**config.mk**
```make
export PLATFORM = sky130hd
export DESIGN_NAME = dpr_core
export DESIGN_NICKNAME = d
export VERILOG_FILES = /design/src/dpr_pkg.sv /design/src/dpr_bank_if.sv /design/src/dpr_core.sv /design/src/dpr_bank.sv
export SDC_FILE = /design/constraint.sdc
export NUM_CORES = 1
export LEC_CHECK = 0
export ABC_AREA = 1
export BUFFER_PORTS_ARGS = -buffer_cell sky130_fd_sc_hd__clkbuf_2
export CORE_ASPECT_RATIO = 1.25
export CORE_MARGIN = 2
export CORE_UTILIZATION = 54
export DETAILED_ROUTE_END_ITERATION = 6
export PLACE_DENSITY = 0.71
export SLEW_MARGIN = 15
export SYNTH_ARGS = -nofsm -noshare
export SYNTH_HDL_FRONTEND = slang
export SYNTH_HIERARCHICAL = 1
export SYNTH_SLANG_ARGS = --single-unit
```
**constraint.sdc**
```tcl
create_clock -name mclk_i -period 7.1 [get_ports mclk_i]
set_input_delay 0.355 -clock mclk_i [delete_from_list [all_inputs] [get_ports mclk_i]]
set_output_delay 0.355 -clock mclk_i [all_outputs]
set_load 0.02 [all_outputs]
```
**src/dpr_pkg.sv**
```systemverilog
// constants, commands and states for the precharge, refresh and power-down core
package dpr_pkg;
   localparam int NUM_BANKS = 8;
   localparam int BA_W = 3;
   localparam int ROW_W = 14;
   localparam int CNT_W = 8;
   localparam int CLK_PERIOD_NS = 100;
   // precharge time and refresh cycle time, in ns
   localparam int TRP_NS = 15;
   localparam int TRFC_NS = 128;
   localparam int TRP_RAW = (TRP_NS + CLK_PERIOD_NS - 1) / CLK_PERIOD_NS;
   localparam int TRP_CYC = (TRP_RAW < 1) ? 1 : TRP_RAW;
   localparam int TRPALL_CYC = TRP_CYC + 1;
   localparam int TRFC_RAW = (TRFC_NS + CLK_PERIOD_NS - 1) / CLK_PERIOD_NS;
   localparam int TRFC_CYC = (TRFC_RAW < 1) ? 1 : TRFC_RAW;
   localparam logic [ROW_W-1:0] REF_ROW_RST = 14'h0000;
   localparam logic [CNT_W-1:0] CNT_ZERO = 8'h00;
   localparam logic [CNT_W-1:0] CNT_ONE = 8'h01;

   typedef enum logic [6:0] {
      CMD_NOP = 7'h01,
      CMD_ACT = 7'h02,
      CMD_RD = 7'h04,
      CMD_WR = 7'h08,
      CMD_PRE = 7'h10,
      CMD_REF = 7'h20,
      CMD_MRS = 7'h40
   } dpr_cmd_e;

   typedef enum logic [2:0] {
      ST_RUN = 3'h1,
      ST_PPD = 3'h2,
      ST_APD = 3'h4
   } dpr_state_e;

   // deselect counts as a nop
   function automatic dpr_cmd_e dpr_decode(input logic cs_n, input logic ras_n,
                                           input logic cas_n, input logic we_n);
      dpr_cmd_e c;
      c = CMD_NOP;
      if (!cs_n) begin
         unique case ({ras_n, cas_n, we_n})
            3'b011: c = CMD_ACT;
            3'b101: c = CMD_RD;
            3'b100: c = CMD_WR;
            3'b010: c = CMD_PRE;
            3'b001: c = CMD_REF;
            3'b000: c = CMD_MRS;
            default: c = CMD_NOP;
         endcase
      end
      return c;
   endfunction
endpackage

```
**src/dpr_bank_if.sv**
```systemverilog
// per-bank control and status between the core and one bank tracker
interface dpr_bank_if;
   import dpr_pkg::*;
   logic act;
   logic pre;
   logic wap;
   logic [CNT_W-1:0] wap_cnt;
   logic open;
   logic busy;
   modport core (output act, output pre, output wap, output wap_cnt, input open, input busy);
   modport bank (input act, input pre, input wap, input wap_cnt, output open, output busy);
endinterface

```
**src/dpr_core.sv**
```systemverilog
// ddr2 device core: precharge, write auto-precharge, auto refresh and power-down
// Operation
// - write with a10 high self-precharges after burst plus programmed write recovery
// - cs, ras, cas low with we high decodes as auto refresh
// - internal counter supplies refresh row; external address ignored
// - cke sampled low with nop or deselect enters power-down
// - idle banks give precharge power-down, open row gives active; dll per mode
// - power-down disables buffers except clock, odt and cke; inputs ignored
// - cke high with nop or deselect exits power-down
module dpr_core
   import dpr_pkg::*;
(
   // clock and reset
   input wire logic mclk_i,
   input wire logic arst_n_i,
   // command pins
   input wire logic cke_i,
   input wire logic cs_n_i,
   input wire logic ras_n_i,
   input wire logic cas_n_i,
   input wire logic we_n_i,
   input wire logic [dpr_pkg::ROW_W-1:0] addr_i,
   input wire logic [dpr_pkg::BA_W-1:0] ba_i,
   // mode settings from the mode registers
   input wire logic [3:0] wl_i,
   input wire logic [3:0] bl_i,
   input wire logic [3:0] wr_i,
   input wire logic apd_fast_exit_i,
   // bank status
   output logic [dpr_pkg::NUM_BANKS-1:0] bank_open_o,
   output logic [dpr_pkg::NUM_BANKS-1:0] bank_busy_o,
   // refresh status
   output logic refresh_busy_o,
   output logic [dpr_pkg::ROW_W-1:0] refresh_row_o,
   // power-down status
   output logic pd_precharge_o,
   output logic pd_active_o,
   output logic dll_en_o,
   output logic buf_en_o
);
   import dpr_pkg::*;

   localparam int PIN_W = 5 + ROW_W + BA_W;
   localparam logic [CNT_W-1:0] RFC = CNT_W'(TRFC_CYC);

   // pins come from the controller's domain, so two flops before any use
   logic [PIN_W-1:0] pin_meta;
   logic [PIN_W-1:0] pin_sync;
   logic cke;
   logic cke_prev;
   logic cs_n;
   logic ras_n;
   logic cas_n;
   logic we_n;
   logic [ROW_W-1:0] addr;
   logic [BA_W-1:0] ba;
   logic a10;
   dpr_cmd_e cmd;
   dpr_state_e state;
   dpr_state_e next_state;
   logic take;
   logic take_act;
   logic take_pre;
   logic take_wap;
   logic take_ref;
   logic any_open;
   logic [CNT_W-1:0] rfc_cnt;
   logic [ROW_W-1:0] ref_row;
   logic [CNT_W-1:0] wap_total;
   logic [NUM_BANKS-1:0] open_vec;
   logic [NUM_BANKS-1:0] busy_vec;

   // bank match shared by the activate, precharge and write strobes
   function automatic logic bank_hit(input logic [BA_W-1:0] sel, input int idx);
      return sel == BA_W'(idx);
   endfunction

   always_ff @(posedge mclk_i or negedge arst_n_i) begin
      if (!arst_n_i) begin
         pin_meta <= '0;
         pin_sync <= '0;
      end else begin
         pin_meta <= {cke_i, cs_n_i, ras_n_i, cas_n_i, we_n_i, addr_i, ba_i};
         pin_sync <= pin_meta;
      end
   end

   assign {cke, cs_n, ras_n, cas_n, we_n, addr, ba} = pin_sync;
   assign a10 = addr[10];

   assign cmd = dpr_decode(cs_n, ras_n, cas_n, we_n);

   // resets low so nothing is taken until cke has been seen high on two edges
   always_ff @(posedge mclk_i or negedge arst_n_i) begin
      if (!arst_n_i) begin
         cke_prev <= 1'b0;
      end else begin
         cke_prev <= cke;
      end
   end

   // commands only taken while running with cke high on both edges
   assign take = (state == ST_RUN) && cke_prev && cke && !refresh_busy_o;

   assign take_act = take && (cmd == CMD_ACT);
   assign take_pre = take && (cmd == CMD_PRE);
   assign take_wap = take && (cmd == CMD_WR);
   assign take_ref = take && (cmd == CMD_REF);

   assign wap_total = CNT_W'(wl_i) + CNT_W'(bl_i >> 1) + CNT_W'(wr_i);

   dpr_bank_if bif[NUM_BANKS]();

   for (genvar g = 0; g < NUM_BANKS; g++) begin : g_bank
      assign bif[g].act = take_act && bank_hit(ba, g);
      assign bif[g].pre = take_pre && (a10 || bank_hit(ba, g));
      assign bif[g].wap = take_wap && a10 && bank_hit(ba, g);
      assign bif[g].wap_cnt = wap_total;
      assign open_vec[g] = bif[g].open;
      assign busy_vec[g] = bif[g].busy;
      dpr_bank u_bank (
         .mclk_i(mclk_i),
         .arst_n_i(arst_n_i),
         .bus(bif[g])
      );
   end

   assign any_open = |open_vec;
   assign bank_open_o = open_vec;
   assign bank_busy_o = busy_vec;

   // internal row counter, address pins unused
   always_ff @(posedge mclk_i or negedge arst_n_i) begin
      if (!arst_n_i) begin
         ref_row <= REF_ROW_RST;
      end else if (take_ref) begin
         ref_row <= ref_row + ROW_W'(1);
      end
   end

   // refresh busy blocks every command; spacing after refresh is the controller's duty
   always_ff @(posedge mclk_i or negedge arst_n_i) begin
      if (!arst_n_i) begin
         rfc_cnt <= CNT_ZERO;
      end else if (take_ref) begin
         rfc_cnt <= RFC;
      end else if (rfc_cnt != CNT_ZERO) begin
         rfc_cnt <= rfc_cnt - CNT_ONE;
      end
   end

   assign refresh_busy_o = (rfc_cnt != CNT_ZERO);
   assign refresh_row_o = ref_row;

   // entry and exit, both need nop or deselect
   always_comb begin
      next_state = state;
      unique case (state)
         ST_RUN: begin
            if (cke_prev && !cke && (cmd == CMD_NOP)) begin
               next_state = any_open ? ST_APD : ST_PPD;
            end
         end
         ST_PPD, ST_APD: begin
            if (!cke_prev && cke && (cmd == CMD_NOP)) begin
               next_state = ST_RUN;
            end
         end
      endcase
   end

   always_ff @(posedge mclk_i or negedge arst_n_i) begin
      if (!arst_n_i) begin
         state <= ST_RUN;
      end else begin
         state <= next_state;
      end
   end

   // power-down kind follows open rows at entry
   always_ff @(posedge mclk_i or negedge arst_n_i) begin
      if (!arst_n_i) begin
         pd_precharge_o <= 1'b0;
         pd_active_o <= 1'b0;
      end else begin
         pd_precharge_o <= (next_state == ST_PPD);
         pd_active_o <= (next_state == ST_APD);
      end
   end

   // dll on while running, off in power-down except fast-exit active power-down
   // exit choice is read live; it only changes by mode set, which power-down refuses
   always_ff @(posedge mclk_i or negedge arst_n_i) begin
      if (!arst_n_i) begin
         dll_en_o <= 1'b1;
      end else begin
         dll_en_o <= (next_state == ST_RUN) || ((next_state == ST_APD) && apd_fast_exit_i);
      end
   end

   always_ff @(posedge mclk_i or negedge arst_n_i) begin
      if (!arst_n_i) begin
         buf_en_o <= 1'b1;
      end else begin
         buf_en_o <= (next_state == ST_RUN);
      end
   end
endmodule // dpr_core

```
**src/dpr_bank.sv**
```systemverilog
// one bank: row open flag, write auto-precharge delay, precharge period
module dpr_bank (
   // clock and reset
   input wire logic mclk_i,
   input wire logic arst_n_i,
   // core side
   dpr_bank_if.bank bus
);
   import dpr_pkg::*;

   localparam logic [CNT_W-1:0] RPALL = CNT_W'(TRPALL_CYC);

   logic open;
   logic ap_pend;
   logic [CNT_W-1:0] ap_cnt;
   logic [CNT_W-1:0] rp_cnt;
   logic ap_fire;

   assign ap_fire = ap_pend && (ap_cnt == CNT_ONE);

   always_ff @(posedge mclk_i or negedge arst_n_i) begin
      if (!arst_n_i) begin
         ap_pend <= 1'b0;
         ap_cnt <= CNT_ZERO;
      end else if (bus.wap) begin
         ap_pend <= 1'b1;
         ap_cnt <= (bus.wap_cnt == CNT_ZERO) ? CNT_ONE : bus.wap_cnt;
      end else if (ap_fire || bus.pre) begin
         ap_pend <= 1'b0;
         ap_cnt <= CNT_ZERO;
      end else if (ap_pend) begin
         ap_cnt <= ap_cnt - CNT_ONE;
      end
   end

   always_ff @(posedge mclk_i or negedge arst_n_i) begin
      if (!arst_n_i) begin
         open <= 1'b0;
      end else if (bus.act) begin
         open <= 1'b1;
      end else if (bus.pre || ap_fire) begin
         open <= 1'b0;
      end
   end

   always_ff @(posedge mclk_i or negedge arst_n_i) begin
      if (!arst_n_i) begin
         rp_cnt <= CNT_ZERO;
      end else if (bus.pre || ap_fire) begin
         rp_cnt <= RPALL;
      end else if (rp_cnt != CNT_ZERO) begin
         rp_cnt <= rp_cnt - CNT_ONE;
      end
   end

   assign bus.open = open;
   assign bus.busy = ap_pend || (rp_cnt != CNT_ZERO);
endmodule // dpr_bank

```
* After elaboration in Yosys (flattened, before gate mapping)
Index checks and enable logic that the tools add are counted.
** Operators by class
- Add/sub/neg operators :: 20
- Multiply operators :: 0
- Divide/modulo/power cells :: 0
- $lt $le $gt $ge :: 0
- Eq/ne operators :: 31
- Shifts and indexed selects :: 0
- Muxes and demuxes :: 73
- Bitwise gates (word level) :: 0
- Reduce and logical (&&, ||, !) cells :: 120
** Operators by type and width (number)
- $mux W8 :: 42
- $sub A8 B1 Y8 const B :: 17
- $reduce_bool A8 Y1 :: 9
- $eq A8 B1 Y1 const B :: 8
- $reduce_bool A2 Y1 :: 25
- $logic_and A1 B1 Y1 :: 45
- $pmux W7 S6 :: 1
- $logic_or A1 B1 Y1 :: 25
- $eq A3 B3 Y1 const B :: 8
- $mux W1 :: 24
- $reduce_bool A3 Y1 :: 8
- $eq A3 B2 Y1 const B :: 6
- $add A14 B1 Y14 const B :: 1
- $eq A3 B1 Y1 const B :: 4
- $mux W3 :: 3
- $logic_not A8 Y1 :: 1
- $reduce_or A8 Y1 :: 1
- $eq A7 B1 Y1 const B :: 1
- $eq A7 B2 Y1 const B :: 1
- $eq A7 B4 Y1 const B :: 1
- $eq A7 B5 Y1 const B :: 1
- $eq A7 B6 Y1 const B :: 1
- $mux W7 :: 1
- $add A5 B4 Y6 :: 1
- other kinds (6) :: 9
** Storage, ports and cells
- Flip-flop bits (word level) :: 218
- Bits in latches :: 0
- Memory bits (writable) :: 0
- Bits in read-only memories :: 0
- Output and inout port bits :: 35
- Word-level logic and storage cells :: 286
- Memories kept :: 0

* Longest topological paths before layout
- Word-level depth :: 10
- Gate-level depth with buffers :: 15

* By module
Netlist, hierarchy kept.
** By module, submodules not included
- dpr_bank at g_bank[0].u_bank ... :: times used 7, cells each 163, area an instance 1168.6 µm²
- dpr_core :: times used 1, cells each 300, area an instance 2558.7 µm²
- dpr_bank at g_bank[2].u_bank :: times used 1, cells each 168, area an instance 1166.1 µm²

* Worst setup path before layout
OpenSTA, ideal clock, no wires.
- Path type :: input to register
- From :: in wl_i[1]
- To :: reg g_bank[0].u_bank.ap_cnt[0]
- Library setup time :: 0.116 ns
- Arrival :: 2.646 ns
- Required time :: 6.984 ns
- Slack :: 4.337 ns
- Stages :: 12
- Path through :: fa_1 ha_1 inv_1 fa_1 xnor2_1 nor2_1 nand2_1 nor2_1 o21ai_0 nand2_1 nand2_1 nand2_1
** On the way
- Cells in the longest elaborated chain, start to end :: 5
** Ends and longest elaborated chain
- from (decl) :: line dpr_core.sv:25 : input wire logic [3:0] wl_i,
- $add A4 B3 Y5 :: line dpr_core.sv:110 : assign wap_total = CNT_W'(wl_i) + CNT_W'(bl_i >> 1) + CNT_W'(wr_i);
- $add A5 B4 Y6 :: line dpr_core.sv:110
- named net bif[0].wap_cnt[3] :: line dpr_bank_if.sv:7 : logic [CNT_W-1:0] wap_cnt;
- $logic_not A8 Y1 :: line dpr_bank.sv:27 : ap_cnt <= (bus.wap_cnt == CNT_ZERO) ? CNT_ONE : bus.wap_cnt;
- $mux W6 :: line dpr_bank.sv:27
- $mux W8 :: line dpr_bank.sv:25 : end else if (bus.wap) begin
- to (signal assigned) :: line dpr_bank.sv:27
- to (signal assigned) :: line dpr_bank.sv:32 : ap_cnt <= ap_cnt - CNT_ONE;
- to (decl) :: line dpr_bank.sv:15 : logic [CNT_W-1:0] ap_cnt;
The timed path passes the listed nets, and every way through them passes these cells.
A chain may end at the register's enable or synchronous reset.

* Worst setup path in the final report
- From :: reg rfc_cnt[0]
- To :: reg g_bank[2].u_bank.ap_cnt[6]
** On the way
- Elaborated cells between the ends (all ways) :: 12
- Those cells by class :: 2 x mux; 10 x reduce/logical
** RTL lines
- from (decl) :: line dpr_core.sv:67 : logic [CNT_W-1:0] rfc_cnt;
- from (signal assigned) :: line dpr_core.sv:148 : rfc_cnt <= rfc_cnt - CNT_ONE;
- $reduce_bool A8 Y1 * :: line dpr_core.sv:152 : assign refresh_busy_o = (rfc_cnt != CNT_ZERO);
- $logic_not A1 Y1 * :: line dpr_core.sv:103 : assign take = (state == ST_RUN) && cke_prev && cke && !refresh_busy_o;
- $logic_and A1 B1 Y1 * :: line dpr_core.sv:103
- $logic_and A1 B1 Y1 * :: line dpr_core.sv:107 : assign take_wap = take && (cmd == CMD_WR);
- $logic_and A1 B1 Y1 * (2 in series) :: line dpr_core.sv:117 : assign bif[g].wap = take_wap && a10 && bank_hit(ba, g);
- named net bif[2].wap :: line dpr_bank_if.sv:6 : logic wap;
- $reduce_bool A3 Y1 (no line) or $mux W8 (tied branches)
- to (signal assigned) :: line dpr_bank.sv:27
- to (signal assigned) :: line dpr_bank.sv:32
- to (decl) :: line dpr_bank.sv:15
Mark *: on every way through the listed nets, which the timed path passes. The rest lies on a longest branch.

==> flow_summary_export.csv <==
group,metric,value,unit
yosys,synth.distinct_cells,35,
placed_design,dpl.hpwl,18050,um
sta,period_share,0.4233,
status,run_status,"finished, final reports clean",
clock_tree,cts_root_buf,"clkbuf_16",
floorplanning,core-area,21620,um^2
clock_tree,tritoncts,"done",
setup_path,required,7.42,ns
grt,grt_max_degree,72,
grt,grt_pass1_vias,9563,
final_layout,drive_above_1_share,0.1069,
floorplanning,die_y,170.0,um
yosys,yosys_warnings,6,
run,cap_violations,0,
detailed_routing,vias,10065,
clock_tree,cts_max_level,4,
setup_path,critPathArrivalTime,3.33,ns
clock_tree,cts_setup_buffers,0,
placed_design,dp_cells,1939,
setup_path,start_kind,"register",
sta,fin_ws,4.094,ns
floorplanning,die-area,23260,um^2
clock_tree,cts-buffers-inserted,17,
sta,clock_skew,0.01373,ns
sta,rsz0062_at_grt,"no",
pwr,ir_drop,0.0001788,V
min_path,hold_class,"in2reg",
grt,grt_pass1_wl,42770,um
grt,antenna_found_initial,0,
clock_tree,numClockSinks,192,
floorplanning,start_util,0.5506,
clock_tree,clkTransAtPathRegs,0.07,ns
yosys,synth_cells,1609,
sta,max_freq,332.7,MHz
floorplanning,die_x,136.8,um
placed_design,place_congestion,0.8428,
sta,whs,0.02163,ns
placed_design,pre_cts_ws,4.125,ns
yosys,yosysSeqAreaShare,0.4039,
clock_tree,postCtsResizedCells,0,
final_layout,final-seq-area,4808,um^2
yosys,ys_seq_elements,192,
yosys,syn_area_per_cell,7.399,um^2
detailed_routing,routed_wl,25070,um
sta,drv_slew,0,
clock_tree,clk_latency,0.44,ns
final_layout,fillCellCount,1966,
sta,setup_tns,0,ns
detailed_routing,wl_per_cell,12.71,um
detailed_routing,dr.first_iter.drc_count,634,
floorplanning,core.rowCount,60,
sta,slew_headroom,0.4038,
yosys,synth.largest_area_cell,"dfrtp_1",
pwr,power_density,270.1,nW/um^2
detailed_routing,drc,0,
yosys,yosysTopAreaCellShare,0.3973,
sta,worst_pin_slew,0.8943,ns
yosys,netlist_area,11910,um^2
sta,hold_viol,0,
final_layout,syn2layout_area_growth,9.437,%
detailed_routing,dr.pass1.iters,5,
floorplanning,ios,72,
yosys,netlist_top_cells_area,"dfrtp_1, nand2_1, inv_1, nand3_1, nor2_1",
grt,grt_util_all_layers,0.2263,
pwr,p_leak,7.140,nW
setup_path,critPathKind,"reg2reg",
clock_tree,clk_path_buf_depth,2,
detailed_routing,vias_per_cell,5.104,
final_layout,nNetsFinal,1759,
setup_path,path_max_fanout,11,
sta,finalSetupViolCount,0,
detailed_routing,antenna_left,0,
setup_path,critPathCaptureType,"register",
final_layout,antenna_cells,0,
sta,min_period,3.006,ns
placed_design,portBuffers,57,
grt,grt-ovfl-total,0,
pwr,p_total,0.003518,W
final_layout,multi_input_area,5867,um^2
clock_tree,cts_hold_buf,1,
final_layout,fin_cells,1972,
power breakdown:
group	internal [W]	switching [W]	leakage (nW)
Sequential	0.00134	0.000181	2.15
Clock	0.000531	0.000448	0.280
Combinational	0.000392	0.000625	4.71
layout by cell type, fill, tap and decap left out, drive strengths merged:
cell type	count
a21oi	92
a31o	9
buf	5
bufinv	2
clkbuf	75
clkinv	2
clkinvlp	4
conb	17
dfrtp	189
dfstp	3
dlygate4sd3	1
fa	4
ha	38
inv	290
nand2	395
nand3	152
nand4	30
nor2	211
nor3	22
nor3b	7
o21ai	93
o21bai	1
or2	1
xnor2	19
xor2	31
per-layer routing:
| layer | wire [um] | global-route usage | up-vias |
|---|---|---|---|
| met2 | 12690 | 0.4083 | 136 |
| met3 | 662 | 0.03187 | 37 |
| met5 | 0 | 0 | - |
| met1 | 11270 | 0.2771 | 4717 |
| met4 | 453 | 0.07172 | 0 |
| li1 | - | - | 5175 |
worst max-delay path, stage by stage (launching register included):
cell,delay [ns]
dfrtp_1,0.40
inv_1,0.08
ha_1,0.20
nand4_2,0.15
nor2_4,0.20
nand2_1,0.07
nor2_1,0.12
nand2_1,0.24
nor2_1,0.49
inv_1,0.20
nand3_1,0.38
o21ai_0,0.15
a21oi_1,0.16
nor2_1,0.06
metrics by stage:
| stage | cell area (um^2) | utilization |
|---|---|---|
| after floorplan | 11970 | - |
| after detailed placement | 12420 | 0.5745 |
| final | 13030 | 0.6026 |
| after global placement | 12420 | 0.5745 |
| after CTS | 13030 | 0.6026 |
| after global routing | 13030 | 0.6026 |
sequential cells by signal, summed over array words and instances, names as in the netlist:
name                    count
buf_en_o                    1
rfc_cnt                     8
g_bank.u_bank/rp_cnt       64
g_bank.u_bank/bus.open      8
pd_precharge_o              1
pd_active_o                 1
dll_en_o                    1
g_bank.u_bank/ap_pend       8
pin_meta                    9
refresh_row_o              14
state                       3
g_bank.u_bank/ap_cnt       64
pin_sync                    9
cke_prev                    1
Yosys cell counts, drive strengths merged:
cell type and n:
nor3 22, buf 27, a21oi 92, fa 4, nor2 211, ha 38, xor2 31, clkinv 1
nor3b 7, a31o 9, inv 283, nand3 152, conb 1, or2 1, dfrtp 189, nand4 30
o21bai 1, nand2 395, xnor2 19, o21ai 93, dfstp 3
final cells by class:
type	instances	share of cell area
timing repair buffer	63	0.02622
clock inverter	14	0.01287
multi-input combinational	1122	0.4503
tap	279	0.02679
inverter	284	0.08182
sequential	192	0.3691
clock buffer	18	0.03294
worst paths after layout:
| kind | start | endpoint | slack, ns | cells past startpoint |
|---|---|---|---|---|
| setup / recovery | rfc_cnt[0]$_DFFE_PN0P_ | g_bank[2].u_bank/ap_cnt[6]$_DFFE_PN0P_ | 4.09 | 13 |
| hold / removal | addr_i[10] | pin_meta[13]$_DFF_PN0_ | 0.02 | 1 |
| setup reg to reg | rfc_cnt[0]$_DFFE_PN0P_ | g_bank[2].u_bank/ap_cnt[6]$_DFFE_PN0P_ | 4.09 | 13 |
| hold reg to reg | pin_meta[17]$_DFF_PN0_ | pin_sync[17]$_DFF_PN0_ | 0.35 | 0 |
| max in group asynchronous | arst_n_i | g_bank[5].u_bank/ap_cnt[6]$_DFFE_PN0P_ | 5.28 | 3 |
| min in group asynchronous | arst_n_i | g_bank[7].u_bank/rp_cnt[4]$_DFFE_PN0P_ | 0.48 | 2 |
logic make-up (layout without fill, tap and decap cells):
family / count (synthesis) / after routing / share of synthesized area
compound gates: 195 / 195 / 0.08534
xor+xnor: 50 / 50 / 0.03678
fa+ha+maj: 42 / 42 / 0.04666
buf+inv: 311 / 379 / 0.1090
flops: 192 / 192 / 0.4039
other cells: 1 / 17 / 0.0003150
simple gates: 818 / 818 / 0.3180
Note: power is estimated with default switching activity, not from simulation.
